$ cat config.mk
export PLATFORM = sky130hd
export DESIGN_NAME = ref_clock_input_selector
export DESIGN_NICKNAME = d
export VERILOG_FILES = /design/src/ref_clock_pkg.sv /design/src/ref_clock_input_selector.sv
export SDC_FILE = /design/constraint.sdc
export NUM_CORES = 1
export LEC_CHECK = 0
export BUFFER_PORTS_ARGS = -buffer_cell sky130_fd_sc_hd__buf_2
export CAP_MARGIN = 20
export CORE_MARGIN = 2
export CORE_UTILIZATION = 30
export CTS_CLUSTER_SIZE = 20
export DETAILED_ROUTE_END_ITERATION = 7
export PLACE_DENSITY = 0.48
export SETUP_SLACK_MARGIN = 0.2
export SKIP_LAST_GASP = 1
export SYNTH_ARGS = -nofsm -noshare
export SYNTH_HDL_FRONTEND = slang
export SYNTH_SLANG_ARGS = --single-unit
$ cat constraint.sdc
create_clock -name clk -period 8.77 [get_ports clk]
set_input_delay 0.4385 -clock clk [delete_from_list [all_inputs] [get_ports clk]]
set_output_delay 0.4385 -clock clk [all_outputs]
set_load 0.02 [all_outputs]
$ cat src/ref_clock_pkg.sv
`default_nettype none

package ref_clock_pkg;

	// ==========================================================================
	// Register bus
	// ==========================================================================
	localparam int ADDR_W = 4;
	localparam int DATA_W = 8;

	localparam logic [3:0] REG_MODE      = 4'h0;
	localparam logic [3:0] REG_HOLDOFF   = 4'h1;
	localparam logic [3:0] REG_CFG       = 4'h2;
	localparam logic [3:0] REG_PRIO      = 4'h3;
	localparam logic [3:0] REG_STATUS    = 4'h4;
	localparam logic [3:0] REG_LATCH_CLR = 4'h5;

	// ==========================================================================
	// Field positions
	// ==========================================================================
	localparam int MODE_SEL_LSB  = 0;
	localparam int MAN_SEL_LSB   = 2;
	localparam int REVERTIVE_SWITCH_ENABLE_BIT      = 4;
	localparam int PRESC_BIT     = 5;
	localparam int MASK_BIT      = 6;
	localparam int CFG_DIV_LSB   = 0;
	localparam int CFG_REVAL_LSB = 2;
	localparam int CFG_PD_LSB    = 4;

	// ==========================================================================
	// Reset values
	// ==========================================================================
	localparam logic [7:0] MODE_RST    = 8'h00;
	localparam logic [7:0] HOLDOFF_RST = 8'h80;
	localparam logic [7:0] CFG_RST     = 8'h0A;
	localparam logic [7:0] PRIO_RST    = 8'h1B;

	// ==========================================================================
	// Modes and counts
	// ==========================================================================
	localparam logic [1:0] MODE_MANUAL     = 2'h0;
	localparam logic [1:0] MODE_AUTO       = 2'h1;
	localparam logic [1:0] MODE_SHORT_HOLD = 2'h2;
	localparam logic [1:0] MODE_AUTO_HOLD  = 2'h3;

	localparam int REVAL_W = 9;
	localparam logic [8:0] REVAL_X1_0 = 9'h002;
	localparam logic [8:0] REVAL_X1_1 = 9'h010;
	localparam logic [8:0] REVAL_X1_2 = 9'h020;
	localparam logic [8:0] REVAL_X1_3 = 9'h040;
	localparam logic [8:0] REVAL_X4_0 = 9'h008;
	localparam logic [8:0] REVAL_X4_1 = 9'h040;
	localparam logic [8:0] REVAL_X4_2 = 9'h080;
	localparam logic [8:0] REVAL_X4_3 = 9'h100;

	localparam int VCXO_CNT_W = 17;
	localparam logic [16:0] TICK_MASK_15 = 17'h07FFF;
	localparam logic [16:0] TICK_MASK_16 = 17'h0FFFF;
	localparam logic [16:0] TICK_MASK_17 = 17'h1FFFF;

	localparam logic [7:0] LOS_TIMEOUT_CYCLES = 8'h10;

	typedef enum logic [2:0]
	{
		ST_RUN    = 3'h1,
		ST_HOLD   = 3'h2,
		ST_SWITCH = 3'h4
	} selState_t;

endpackage

`default_nettype wire

$ cat src/ref_clock_input_selector.sv
`timescale 1ns/1ps
`default_nettype none

module ref_clock_input_selector
(
	input  wire logic       clk,
	input  wire logic       arst_n,
	input  wire logic [3:0] regAddr,
	input  wire logic [7:0] regWrData,
	input  wire logic       regWr,
	input  wire logic       regRd,
	output logic      [7:0] regRdData,
	input  wire logic [3:0] refClkIn,
	input  wire logic       vcxoClkIn,
	input  wire logic       pllLockedIn,
	output logic      [1:0] refSel,
	output logic      [3:0] inputEnable,
	output logic            pllLockLossStatus,
	output logic            pllLockLossLatched,
	output logic            lockOut,
	output logic            holdoverActive
);

	// ==========================================================================
	// Configuration registers
	// ==========================================================================
	logic [7:0] modeReg_r;
	logic [7:0] holdoffReg_r;
	logic [7:0] cfgReg_r;
	logic [7:0] prioReg_r;

	logic [1:0] selMode;
	logic [1:0] manualSel;
	logic       revsEn;
	logic       prescEn;
	logic       refLossMask;
	logic [1:0] tickDiv;
	logic [1:0] revalCode;
	logic [3:0] powerDown;
	logic       autoMode;

	assign selMode     = modeReg_r[ref_clock_pkg::MODE_SEL_LSB +: 2];
	assign manualSel   = modeReg_r[ref_clock_pkg::MAN_SEL_LSB +: 2];
	assign revsEn      = modeReg_r[ref_clock_pkg::REVERTIVE_SWITCH_ENABLE_BIT];
	assign prescEn     = modeReg_r[ref_clock_pkg::PRESC_BIT];
	assign refLossMask = modeReg_r[ref_clock_pkg::MASK_BIT];
	assign tickDiv     = cfgReg_r[ref_clock_pkg::CFG_DIV_LSB +: 2];
	assign revalCode   = cfgReg_r[ref_clock_pkg::CFG_REVAL_LSB +: 2];
	assign powerDown   = cfgReg_r[ref_clock_pkg::CFG_PD_LSB +: 4];

	// Low bit of the mode field marks the automatic modes.
	assign autoMode = selMode[0];

	always_ff @(posedge clk or negedge arst_n)
	begin
		if (!arst_n)
		begin
			modeReg_r    <= ref_clock_pkg::MODE_RST;
			holdoffReg_r <= ref_clock_pkg::HOLDOFF_RST;
			cfgReg_r     <= ref_clock_pkg::CFG_RST;
			prioReg_r    <= ref_clock_pkg::PRIO_RST;
		end
		else if (regWr)
		begin
			case (regAddr)
				ref_clock_pkg::REG_MODE:    modeReg_r    <= {1'b0, regWrData[6:0]};
				ref_clock_pkg::REG_HOLDOFF: holdoffReg_r <= regWrData;
				ref_clock_pkg::REG_CFG:     cfgReg_r     <= regWrData;
				ref_clock_pkg::REG_PRIO:    prioReg_r    <= regWrData;
				default:                    ;
			endcase
		end
	end

	// ==========================================================================
	// Re-validation count decode
	// ==========================================================================
	logic [8:0] revalLoad;

	always_comb
	begin
		case ({prescEn, revalCode})
			3'h0:    revalLoad = ref_clock_pkg::REVAL_X1_0;
			3'h1:    revalLoad = ref_clock_pkg::REVAL_X1_1;
			3'h2:    revalLoad = ref_clock_pkg::REVAL_X1_2;
			3'h3:    revalLoad = ref_clock_pkg::REVAL_X1_3;
			3'h4:    revalLoad = ref_clock_pkg::REVAL_X4_0;
			3'h5:    revalLoad = ref_clock_pkg::REVAL_X4_1;
			3'h6:    revalLoad = ref_clock_pkg::REVAL_X4_2;
			default: revalLoad = ref_clock_pkg::REVAL_X4_3;
		endcase
	end

	// ==========================================================================
	// Per-input activity monitor
	// ==========================================================================
	logic [3:0] losFlag;
	logic [3:0] revalDone;

	genvar g;
	generate
		for (g = 0; g < 4; g++)
		begin : gInput
			logic [2:0] sync_r;
			logic [1:0] presc_r;
			logic [7:0] timer_r;
			logic [8:0] reval_r;
			logic       los_r;
			logic       done_r;
			logic       inEdge;
			logic       periodTick;
			logic       missing;

			// Stage 0 feeds stage 1 only; edges are taken from stages 1 and 2.
			always_ff @(posedge clk or negedge arst_n)
			begin
				if (!arst_n)
					sync_r <= 3'h0;
				else
					sync_r <= {sync_r[1:0], refClkIn[g]};
			end

			assign inEdge     = sync_r[1] & ~sync_r[2] & ~powerDown[g];
			assign periodTick = inEdge & (~prescEn | (presc_r == 2'h3));
			assign missing    = (timer_r == ref_clock_pkg::LOS_TIMEOUT_CYCLES) & ~inEdge;

			always_ff @(posedge clk or negedge arst_n)
			begin
				if (!arst_n)
					presc_r <= 2'h0;
				else if (powerDown[g] || missing)
					presc_r <= 2'h0;
				else if (inEdge)
					presc_r <= presc_r + 2'h1;
			end

			// A powered-down input never counts, so it times out and stays lost.
			always_ff @(posedge clk or negedge arst_n)
			begin
				if (!arst_n)
					timer_r <= 8'h00;
				else if (inEdge || missing)
					timer_r <= 8'h00;
				else
					timer_r <= timer_r + 8'h01;
			end

			always_ff @(posedge clk or negedge arst_n)
			begin
				if (!arst_n)
				begin
					los_r   <= 1'b1;
					reval_r <= ref_clock_pkg::REVAL_X1_2;
					done_r  <= 1'b0;
				end
				else
				begin
					done_r <= 1'b0;
					if (missing || powerDown[g])
					begin
						los_r   <= 1'b1;
						reval_r <= revalLoad;
					end
					else if (los_r && periodTick)
					begin
						if (reval_r <= 9'h001)
						begin
							los_r   <= 1'b0;
							reval_r <= 9'h000;
							done_r  <= 1'b1;
						end
						else
							reval_r <= reval_r - 9'h001;
					end
				end
			end

			assign losFlag[g]   = los_r;
			assign revalDone[g] = done_r;
		end
	endgenerate

	// ==========================================================================
	// Hold-off tick from the VCXO clock
	// ==========================================================================
	logic [2:0]  vcxoSync_r;
	logic [16:0] vcxoCnt_r;
	logic [16:0] tickMask;
	logic        vcxoEdge;
	logic        holdTick;

	always_ff @(posedge clk or negedge arst_n)
	begin
		if (!arst_n)
			vcxoSync_r <= 3'h0;
		else
			vcxoSync_r <= {vcxoSync_r[1:0], vcxoClkIn};
	end

	assign vcxoEdge = vcxoSync_r[1] & ~vcxoSync_r[2];

	always_comb
	begin
		case (tickDiv)
			2'h0:    tickMask = ref_clock_pkg::TICK_MASK_15;
			2'h1:    tickMask = ref_clock_pkg::TICK_MASK_16;
			default: tickMask = ref_clock_pkg::TICK_MASK_17;
		endcase
	end

	// The VCXO is sampled, so this only holds while it runs well below clk.
	assign holdTick = vcxoEdge & ((vcxoCnt_r & tickMask) == tickMask);

	always_ff @(posedge clk or negedge arst_n)
	begin
		if (!arst_n)
			vcxoCnt_r <= 17'h00000;
		else if (holdTick)
			vcxoCnt_r <= 17'h00000;
		else if (vcxoEdge)
			vcxoCnt_r <= vcxoCnt_r + 17'h00001;
	end

	// ==========================================================================
	// Priority search
	// ==========================================================================
	logic       bestFound;
	logic [1:0] bestIdx;
	logic [1:0] bestPrio;
	logic [1:0] curPrio;
	logic [1:0] autoSel_r;

	// Scanning from input 3 down with >= lets the lower index win a tie.
	always_comb
	begin
		bestFound = 1'b0;
		bestIdx   = 2'h0;
		bestPrio  = 2'h0;
		for (int i = 3; i >= 0; i--)
		begin
			if (!losFlag[i] && (!bestFound || prioReg_r[2*i +: 2] >= bestPrio))
			begin
				bestFound = 1'b1;
				bestIdx   = 2'(i);
				bestPrio  = prioReg_r[2*i +: 2];
			end
		end
	end

	assign curPrio = prioReg_r[{autoSel_r, 1'b0} +: 2];

	// ==========================================================================
	// Automatic selection state machine
	// ==========================================================================
	ref_clock_pkg::selState_t state_r;
	logic [7:0]               holdCnt_r;
	logic                     curLost;

	assign curLost = losFlag[autoSel_r];

	always_ff @(posedge clk or negedge arst_n)
	begin
		if (!arst_n)
		begin
			state_r   <= ref_clock_pkg::ST_RUN;
			autoSel_r <= 2'h0;
			holdCnt_r <= 8'h00;
		end
		else
		begin
			case (state_r)
				ref_clock_pkg::ST_RUN:
				begin
					if (autoMode && curLost)
					begin
						if (selMode == ref_clock_pkg::MODE_AUTO_HOLD)
						begin
							state_r   <= ref_clock_pkg::ST_HOLD;
							holdCnt_r <= holdoffReg_r;
						end
						else if (bestFound)
							autoSel_r <= bestIdx;
					end
					else if (autoMode && revsEn && (|revalDone) && bestFound && bestPrio > curPrio)
						autoSel_r <= bestIdx;
				end
				ref_clock_pkg::ST_HOLD:
				begin
					if (selMode != ref_clock_pkg::MODE_AUTO_HOLD || !curLost)
						state_r <= ref_clock_pkg::ST_RUN;
					else if (holdTick)
					begin
						if (holdCnt_r <= 8'h01)
						begin
							state_r   <= ref_clock_pkg::ST_SWITCH;
							holdCnt_r <= holdoffReg_r;
						end
						else
							holdCnt_r <= holdCnt_r - 8'h01;
					end
				end
				ref_clock_pkg::ST_SWITCH:
				begin
					// With nothing valid the old input is kept and the wait restarts.
					if (bestFound)
						autoSel_r <= bestIdx;
					state_r <= ref_clock_pkg::ST_RUN;
				end
				default:
					state_r <= ref_clock_pkg::ST_RUN;
			endcase
		end
	end

	// ==========================================================================
	// Outputs
	// ==========================================================================
	logic       lossNow;
	logic       activeLost;
	logic [1:0] activeSel;
	logic [1:0] lockSync_r;
	logic       pllLockedOk_r;

	assign activeSel  = autoMode ? autoSel_r : manualSel;
	assign activeLost = losFlag[activeSel];
	assign lossNow    = ~pllLockedOk_r | (~refLossMask & activeLost);

	always_ff @(posedge clk or negedge arst_n)
	begin
		if (!arst_n)
		begin
			lockSync_r    <= 2'h0;
			pllLockedOk_r <= 1'b0;
		end
		else
		begin
			lockSync_r    <= {lockSync_r[0], pllLockedIn};
			pllLockedOk_r <= lockSync_r[1];
		end
	end

	always_ff @(posedge clk or negedge arst_n)
	begin
		if (!arst_n)
		begin
			refSel            <= 2'h0;
			inputEnable       <= 4'h0;
			pllLockLossStatus <= 1'b1;
			lockOut           <= 1'b0;
			holdoverActive    <= 1'b0;
		end
		else
		begin
			refSel            <= activeSel;
			inputEnable       <= ~powerDown;
			pllLockLossStatus <= lossNow;
			lockOut           <= ~lossNow;
			holdoverActive    <= (state_r == ref_clock_pkg::ST_HOLD);
		end
	end

	// A new loss in the clearing cycle keeps the latch set.
	always_ff @(posedge clk or negedge arst_n)
	begin
		if (!arst_n)
			pllLockLossLatched <= 1'b0;
		else if (lossNow)
			pllLockLossLatched <= 1'b1;
		else if (regWr && regAddr == ref_clock_pkg::REG_LATCH_CLR)
			pllLockLossLatched <= 1'b0;
	end

	// ==========================================================================
	// Read port
	// ==========================================================================
	always_ff @(posedge clk or negedge arst_n)
	begin
		if (!arst_n)
			regRdData <= 8'h00;
		else if (regRd)
		begin
			case (regAddr)
				ref_clock_pkg::REG_MODE:    regRdData <= modeReg_r;
				ref_clock_pkg::REG_HOLDOFF: regRdData <= holdoffReg_r;
				ref_clock_pkg::REG_CFG:     regRdData <= cfgReg_r;
				ref_clock_pkg::REG_PRIO:    regRdData <= prioReg_r;
				ref_clock_pkg::REG_STATUS:
					regRdData <= {pllLockLossLatched, pllLockLossStatus, refSel, losFlag};
				default:                    regRdData <= 8'h00;
			endcase
		end
		else
			regRdData <= 8'h00;
	end

endmodule

`default_nettype wire

Yosys cells after proc, flatten, opt, wreduce, memory -nomap -nowiden
Cells that the tools add are included.

storage, ports and cells
  register bits after elaboration = 181
  output and inout bits = 18
  word-level logic and storage cells = 298

cells by class
  add/subtract/negate cells = 14
  $lt $le $gt $ge = 11
  equality and inequality tests = 34
  shifts and indexed selects = 1
  multiplexer cells = 90
  bitwise logic cells = 43
  reduce and logical (&&, ||, !) cells = 63

operators by type and width
  kind                   number
  $mux 9                 12
  $mux 8                 10
  $pmux 9 s6             1
  $mux 2                 21
  $pmux 8 s5             1
  $le 9x1->1 const B     4
  $sub 9x1->9 const B    4
  $mux 17                2
  $pmux 17 s2            1
  $add 8x1->8 const B    4
  $eq 8x5->1 const B     4
  $mux 1                 32
  $reduce_bool 2->1      16
  $and 1x1->1            19
  $add 17x1->17 const B  1
  $and 17x17->17         1
  $eq 17x17->1           1
  $not 1->1              17
  $pmux 8 s2             1
  $reduce_and 2->1       8
  $mux 3                 5
  $logic_and 1x1->1      13
  $eq 3x3->1 const B     4
  $logic_or 1x1->1       12
  other kinds (30)       62

Depth between registers and ports, before layout
Gate-level depths: netlist of run 1.

  word-level depth = 18
  depth in mapped cells = 25

Worst setup path before layout of run 1
Ideal clock, no wire load.

  path kind = reg-to-reg
  start point = register gInput[3].los_r
  end point = register autoSel_r[0]
  arrival = 5.363 ns
  data required time = 8.645 ns
  slack = 3.282 ns
  stages on the path, launching flop included = 26
  period minus slack after synthesis = 5.488 ns
  cells stage by stage = dfstp_2 > clkbuf_1 > nor2b_1 > ha_1 > nand2b_1 > a211oi_1 > nor2_1 > mux2_2 > ha_1 > nand2b_1 > nor2_1 > nor2_1 > a31oi_1 > mux2_2 > ha_1 > nand2b_1 > a21oi_1 > a21oi_1 > nor3_1 > a21oi_1 > ha_1 > a21oi_1 > a2111oi_0 > or4_1 > o2111ai_1 > mux2_2

between the ends
  word-level cells in the longest chain between the ends = 17
  elaborated cells between the ends (all ways) = 37

ends and longest elaborated chain
  element                                                          RTL line                                                          text
  start, declared                                                  ref_clock_input_selector.sv:108                                   logic los_r;
  start signal, assigned                                           ref_clock_input_selector.sv:152                                   los_r <= 1'b1;
  start signal, assigned                                           ref_clock_input_selector.sv:161                                   los_r <= 1'b1;
  start signal, assigned                                           ref_clock_input_selector.sv:168                                   los_r <= 1'b0;
  $mux 2                                                           ref_clock_input_selector.sv:241                                   if (!losFlag[i] && (!bestFound || prioReg_r[2*i +: 2] >= bestPrio))
  $ge 2x2->1                                                       ref_clock_input_selector.sv:241
  $logic_or 1x1->1                                                 ref_clock_input_selector.sv:241
  $logic_and 1x1->1                                                ref_clock_input_selector.sv:241
  $mux 2 or $mux 1 (tied branches)                                 ref_clock_input_selector.sv:241
  $ge 2x2->1 or $logic_not 1->1 (tied branches)                    ref_clock_input_selector.sv:241
  $logic_or 1x1->1                                                 ref_clock_input_selector.sv:241
  $logic_and 1x1->1                                                ref_clock_input_selector.sv:241
  $mux 2 or $mux 1 (tied branches)                                 ref_clock_input_selector.sv:241
  $ge 2x2->1 or $logic_not 1->1 (tied branches)                    ref_clock_input_selector.sv:241
  $logic_or 1x1->1                                                 ref_clock_input_selector.sv:241
  $logic_and 1x1->1                                                ref_clock_input_selector.sv:241
  $mux 2 or $mux 1 (tied branches)                                 ref_clock_input_selector.sv:241
  $gt 2x2->1, or another cell as far along                         ref_clock_input_selector.sv:284                                   else if (autoMode && revsEn && (|revalDone) && bestFound && bestPrio > curPrio)
  $logic_and 1x1->1 or $mux 2 (tied branches)                      ref_clock_input_selector.sv:284, ref_clock_input_selector.sv:276
  $ne 3x3->1 (no source line) or $mux 2 (tied branches)            --
  $reduce_and 3->1 (no source line) or $pmux 2 s2 (tied branches)  --
  end signal, assigned                                             ref_clock_input_selector.sv:282                                   autoSel_r <= bestIdx;
  end signal, assigned                                             ref_clock_input_selector.sv:285                                   autoSel_r <= bestIdx;
  end signal, assigned                                             ref_clock_input_selector.sv:306                                   autoSel_r <= bestIdx;
  end, declared                                                    ref_clock_input_selector.sv:231                                   logic [1:0] autoSel_r;

Several ways; a longest one is shown, not always the timed one. The select of a mux whose other input is x is not followed.
A chain may end at the register's enable or synchronous reset.

Worst setup path in the final report of run 1
  start point = register gInput[3].los_r
  end point = register autoSel_r[1]

The elaborated chain is that of the path after synthesis.

==> results of run 1 <==
## worst max-delay path by stage
stage                                 from                  endpoint  slack [ps]  depth (start not counted)
6_report       gInput[3].los_r$_DFFE_PN1P_  autoSel_r[1]$_DFFE_PN0P_        2970                         24
5_1_grt        gInput[3].los_r$_DFFE_PN1P_  autoSel_r[1]$_DFFE_PN0P_        2520                         24
4_1_cts        gInput[3].los_r$_DFFE_PN1P_  autoSel_r[1]$_DFFE_PN0P_        2950                         24
3_5_place_dp   gInput[3].los_r$_DFFE_PN1P_  autoSel_r[1]$_DFFE_PN0P_        2970                         24
3_3_place_gp   gInput[3].los_r$_DFFE_PN1P_  autoSel_r[1]$_DFFE_PN0P_        3140                         24
2_1_floorplan  gInput[3].los_r$_DFFE_PN1P_  autoSel_r[0]$_DFFE_PN0P_        3280                         25
## registers in the layout, summed over array words and instances, names as in the netlist, 7 cells and up
signal and cells:
gInput.presc_r 8, gInput.timer_r 32, cfgReg_r 8, holdoffReg_r 8, prioReg_r 8, gInput.reval_r 36
gInput.sync_r 12, holdCnt_r 8, regRdData 8, vcxoCnt_r 17, modeReg_r 7
## placed cells by master (no fill, tap or decap), drive strengths merged, types with 7 or more instances in the layout
master  Yosys  final
nor3       23     23
dfstp      17     17
nor2      110    110
a22oi      17     17
inv        50     58
a31oi      14     14
o21ai      47     47
nand2      76     76
and3       17     17
xnor2      11     11
a21oi      51     51
or4         7      7
ha         30     30
nand2b     19     19
or3         7      7
clkbuf     21     19
dfrtp     164    164
nor2b      11     11
or2         9      9
nand3      47     47
buf         2     43
mux2       37     37
xor2       27     27
o221ai      7      7
nand4       7      7
## power breakdown
part	total [mW]	switching (mW)	internal (mW)
logic	0.800	0.452	0.348
registers	1.31	0.251	1.06
clock network	0.803	0.365	0.438
total	2.92	1.07	1.85
## critical path: cells and delay by family (launching register included)
family          cells  cell delay, ps
compound gates      8            1320
mux                 3            1060
flops               1             650
simple gates        9            1580
fa+ha+maj           4            1100
## layer usage
metal / GRT usage [%] / vias to the layer above / routed length, um
met3: 2.71 / 17 / 716
met5: 0 / - / 0
met2: 20.7 / 97 / 9240
met4: 3.83 / 0 / 222
met1: 20.0 / 3286 / 10500
li1: - / 3282 / -
## area by class of cell
type / instances / area [um^2] / area share [%]
clock inverter: 14 / 165 / 1.61
tap: 390 / 488 / 4.76
sequential: 181 / 4550 / 44.4
timing repair buffer: 44 / 239 / 2.33
inverter: 50 / 188 / 1.83
multi-input combinational: 652 / 4170 / 40.7
clock buffer: 18 / 439 / 4.29
## cells in the mapped netlist, types with 8 or more instances
cell and number:
clkbuf_1 21, nand2b_1 19, and3_1 17, nor3_1 23
dfstp_2 17, nand3_1 47, a31oi_1 14, nor2b_1 11
a22oi_1 17, nand2_1 76, xor2_1 27, o21ai_0 41
inv_1 50, dfrtp_1 164, mux2_2 37, or2_2 8
ha_1 30, a21oi_1 46, xnor2_1 11, nor2_1 110
## kinds of logic after synthesis
logic type,after synthesis
xor+xnor,38
mux,45
fa+ha+maj,30
simple gates,363
flops,181
compound gates,176
buf+inv,73
==> run metrics, run 1 <==
final core utilization between 30% and 40%; CP endpoint kind flip-flop; CP Cell Sequence nor2b_1 > ha_1 > nand2b_1 > a211oi_1 > nor2_1 > mux2_2 > ha_1 > nand2b_1 > nor2_1 > nor2_1 > a31oi_1 > mux2_2 > ha_1 > nand2b_1 > a21oi_1 > a21oi_1 > nor3_1 > a21oi_1 > ha_1 > a21oi_1 > a2111oi_0 > or4_1 > o2111ai_1 > mux2_2; full die area around 31000 um^2; min cycle time layout ~5800 ps; Num CTS Buffers 17; Hold Vio Cnt, Final 0; FP Rows 63; Leakage roughly 4.5 nW; core area between 20000 and 30000 um^2; Synth async-reset ratio between 90% and 100%; depth of the CTS H-tree 4; Filler Cells Inserted ~3000; CP required approximately 9000 ps; Tcrit/Tclk final 66.2%; worst-path fanout max 10; RSZ-0062 raised after global routing false; IO Pins 40; cell total after placement ~1300; vias in the first global route between 6000 and 7000; remaining antenna violation count after routing 0; Clock Sinks between 150 and 200; Clock Skew about 11 ps; 1st-pass router iterations 4; Critical Path Source Type flip-flop; setup ws final 2970 ps; die height ~180 um; largest family of logic cells by synthesized area simple AND/OR/NAND/NOR gates; final wirelength around 21 mm; CTS Root Cell clkbuf_16; relative slew slack about 39%; synth warn 0; Clock Tree Buf Depth 2; Synth Area in Adders approximately 4.2%; Synth Instances about 900; die span in x between 150 and 200 um; Post-synth EDFFs 0; first-pass GRT wire length around 34 mm; placed instance area ~9600 um^2; Ant. Diodes 0; wire length per cell between 15 and 20 um; Starting Density between 30% and 40%; ys flop type dfrtp_1; Slew @ Worst Pin 921 ps; dpl ws a little under 3000 ps; GRT overflow 0; register area share after synthesis 50.5%; CP peak stage delay ~650 ps; PD cells between 200 and 300 nW/um^2; initial drt markers roughly 450; synth-to-layout area growth 13.7%; Max Cap Viol 0; FF-to-FF End autoSel_r[1]$_DFFE_PN0P_; complex-gate fraction of the synthesized area about an eighth; post-cts sizing count 0; R2R depth 24; fin. max-slew vios 0; final setup vio count 0; FF+latch count, synth about 180; PortBufs 39; Hold/Removal Path Class in -> async; Max IR drop VDD 0.000155 V; via/cell ratio 4.95; kind of critical path reg -> reg; top cells by area, synth dfrtp_1, dfstp_2, mux2_2; top cell type's share of synthesized area between 40% and 50%; status completed; post-route non-filler standard cell count about 1300; Post-Synth Simple-Gate Area roughly a fifth; largest net degree at the start of global routing between 100 and 150; synthesized area per cell 9.94 um^2; Syn Nets 958; GRT Total Usage 13.7%; f_max roughly 170 MHz; area leader, netlist dfrtp_1; r2r setup slk around 3000 ps; initial antenna violation count 0; clock latency on the worst-skew pair about 440 ps; WHS slightly above 100 ps; final instance area between 10000 and 15000 um^2; clock-pin slew on the worst setup and hold paths 70 ps; postcts setup bufs 0; post-synthesis mux area share roughly 6%; Placer Congestion around 0.82; CTS Hold Buffers Added 0; share of cells above drive strength 1 between 10% and 20%; Synth Area in XOR/XNOR around 3.7%; distinct cell type count of the synthesized netlist between 60 and 70; # nets final roughly 1000; Netlist Area Pre-Place between 9000 and 10000 um^2; Slowest cell on crit path dfstp_2; Critical R2R Launch gInput[3].los_r$_DFFE_PN1P_; CTS tree yes; drt drc 0; Total Power approximately 2.9 mW; vias ~6700; hpwl dp 14.4 mm; critical path arrival ~6000 ps; setup tns final 0 ps
Note: power is estimated with default switching activity, not from simulation.
==> run 2: changes to the inputs <==
--- a/config.mk
+++ b/config.mk
@@ -5,13 +5,14 @@
 export SDC_FILE = /design/constraint.sdc
 export NUM_CORES = 1
 export LEC_CHECK = 0
+export ABC_AREA = 1
 export BUFFER_PORTS_ARGS = -buffer_cell sky130_fd_sc_hd__buf_2
 export CAP_MARGIN = 20
 export CORE_MARGIN = 2
 export CORE_UTILIZATION = 30
 export CTS_CLUSTER_SIZE = 20
 export DETAILED_ROUTE_END_ITERATION = 7
-export PLACE_DENSITY = 0.48
+export PLACE_DENSITY = 0.49
 export SETUP_SLACK_MARGIN = 0.2
 export SKIP_LAST_GASP = 1
 export SYNTH_ARGS = -nofsm -noshare
==> constraint.sdc (replaced) <==
create_clock -name clk -period 5.3 [get_ports clk]
set_input_delay 0.265 -clock clk [delete_from_list [all_inputs] [get_ports clk]]
set_output_delay 0.265 -clock clk [all_outputs]
set_load 0.02 [all_outputs]
==> run metrics, run 2 <==
register area share after synthesis about half; via/cell ratio between 4 and 5; RSZ-0062 raised after global routing false; Clock Tree Buf Depth 2; relative slew slack between 30% and 40%; setup tns final 0 ps; Leakage about 5.3 nW; Post-synth top cells nand2_1, dfrtp_1, inv_1; core area 30700 um^2; Ant. Diodes 0; placed instance area 10100 um^2; Clock Skew 10.5 ps; Max Cap Viol 0; final instance area between 10000 and 15000 um^2; synth warn 0; initial antenna violation count 0; vias about 7800; 1st-pass router iterations 6; CP endpoint kind flip-flop; CTS Root Cell clkbuf_16; wire length per cell between 10 and 15 um; full die area roughly 33000 um^2; Hold Vio Cnt, Final 0; Placer Congestion approximately 0.86; commonest non-fill, non-tap cell in the layout nand2_1; Tcrit/Tclk final slightly above 80%; worst-path fanout max 6; Largest register FFs 36; Synth Instances 1186; Synth async-reset ratio 100%; GRT Total Usage between 10% and 20%; FF+latch count, synth ~180; biggest regs gInput.reval_r x36, gInput.timer_r x32, vcxoCnt_r x17; share of cells above drive strength 1 11.1%; min cycle time layout approximately 4300 ps; cell total after placement between 1500 and 2000; PD cells 489 nW/um^2; drt drc 0; CP required roughly 5700 ps; GRT overflow 0; clock latency on the worst-skew pair between 400 and 500 ps; fin. max-slew vios 0; FP Rows 64; largest net degree at the start of global routing 89; post-route non-filler standard cell count between 1500 and 2000; Total Power between 5 and 6 mW; depth of the CTS H-tree 4; f_max between 200 and 250 MHz; initial drt markers between 500 and 600; most common cell in the synthesized netlist nand2_1; Max IR drop VDD around 0.00026 V; top cells by area, synth dfrtp_1, nand2_1, inv_1; vias in the first global route about 7600; r2r setup slk 950 ps; synthesized area per cell around 8 um^2; CTS tree yes; Clock Sinks between 150 and 200; Critical Path Source Type flip-flop; status completed; area leader, netlist dfrtp_1; critical path arrival about 4700 ps; ys flop type dfrtp_1; clock-pin slew on the worst setup and hold paths approximately 70 ps; Reg with most FFs gInput.reval_r; die height roughly 180 um; distinct cell type count of the synthesized netlist between 40 and 50; synth-to-layout area growth 14.2%; CP peak stage delay 590 ps; kind of critical path reg -> reg; die span in x between 150 and 200 um; Hold/Removal Path Class in -> reg; Slowest cell on crit path dfstp_2; Num CTS Buffers 17; most frequent cells in the layout nand2_1, dfrtp_1, inv_1; final setup vio count 0; post-cts sizing count 0; Netlist Area Pre-Place approximately 9400 um^2; Syn Nets roughly 1200; CP dominant cell by count nand2_1; hpwl dp about 17 mm; first-pass GRT wire length just under 40 mm; Starting Density 30.5%; top cell type's share of synthesized area 43.7%; # nets final between 1000 and 1500; PortBufs 39; Post-synth EDFFs 0; remaining antenna violation count after routing 0; IO Pins 40; Slew @ Worst Pin roughly 990 ps; final wirelength between 20 and 25 mm
run 2: changes by cell type after synthesis, moves of 19 or more:
cell / before / now
o21ai_0: 41 / 81
nand2b_1: 19 / 0
inv_2: 0 / 20
nand2_1: 76 / 314
nand3_1: 47 / 89
mux2_2: 37 / 0
inv_1: 50 / 155
run 2: area by class of cell:
type                       count  area [um^2]
clock buffer                  17          425
clock inverter                15          168
fill                        3300        20000
inverter                     175          657
multi-input combinational    822         4150
sequential                   181         4550
tap                          396          495
timing repair buffer          48          289
run 2: power breakdown:
part	switching (mW)	leakage [nW]	internal (mW)
clock	0.599	0.279	0.706
combinational	1.20	2.74	0.662
sequential	0.314	2.29	1.76
run 2: logic make-up after synthesis:
kind of cell / synth area share (%)
adders and majority gates: 4.00
AOI/OAI and AO/OA: 9.12
buffers and inverters: 7.42
xor gates and xnor gates: 2.61
DFF: 48.4
and+or+nand+nor: 28.4
run 2: worst max-delay path: cells and delay by family, from the launching register on:
family	cells	cell delay (ps)
AOI/OAI and AO/OA	5	850
adders and majority gates	4	1080
DFF	1	590
and+or+nand+nor	19	1580
buffers and inverters	3	170
run 2: through the flow:
step           worst slack (ps)  hold slack, ps  util [%]
2_1_floorplan              1520           -30.6         -
3_3_place_gp               1070             334      32.7
3_5_place_dp               1030             335      32.7
4_1_cts                     994            73.9      34.9
5_1_grt                     373            90.3      34.9
6_report                    952            87.7      34.9
run 2: what timing repair did:
| action | CTS | global route |
|---|---|---|
| hold endpoints to repair | 80 | 0 |
| hold buffers | 7 | 0 |
| setup buffers | 0 | 0 |
run 2: final timing paths:
path                       depth (start not counted)                            end                          start
setup / recovery                                  31       autoSel_r[0]$_DFFE_PN0P_    gInput[3].los_r$_DFFE_PN1P_
hold / removal                                     3    holdoffReg_r[7]$_DFFE_PN1P_                   regWrData[7]
setup reg to reg                                  31       autoSel_r[0]$_DFFE_PN0P_    gInput[3].los_r$_DFFE_PN1P_
hold reg to reg                                    0  gInput[2].sync_r[1]$_DFF_PN0_  gInput[2].sync_r[0]$_DFF_PN0_
max in group asynchronous                          3       prioReg_r[2]$_DFFE_PN0P_                         arst_n
min in group asynchronous                          2       vcxoCnt_r[5]$_DFFE_PN0P_                         arst_n
run 2: routing by layer:
metal / up-vias / global-route usage (%) / wire length, um
met4: 0 / 4.16 / 321
met1: 3693 / 21.5 / 11900
met2: 97 / 23.4 / 10300
met5: - / 0 / 0
met3: 20 / 2.68 / 749
li1: 3949 / - / -
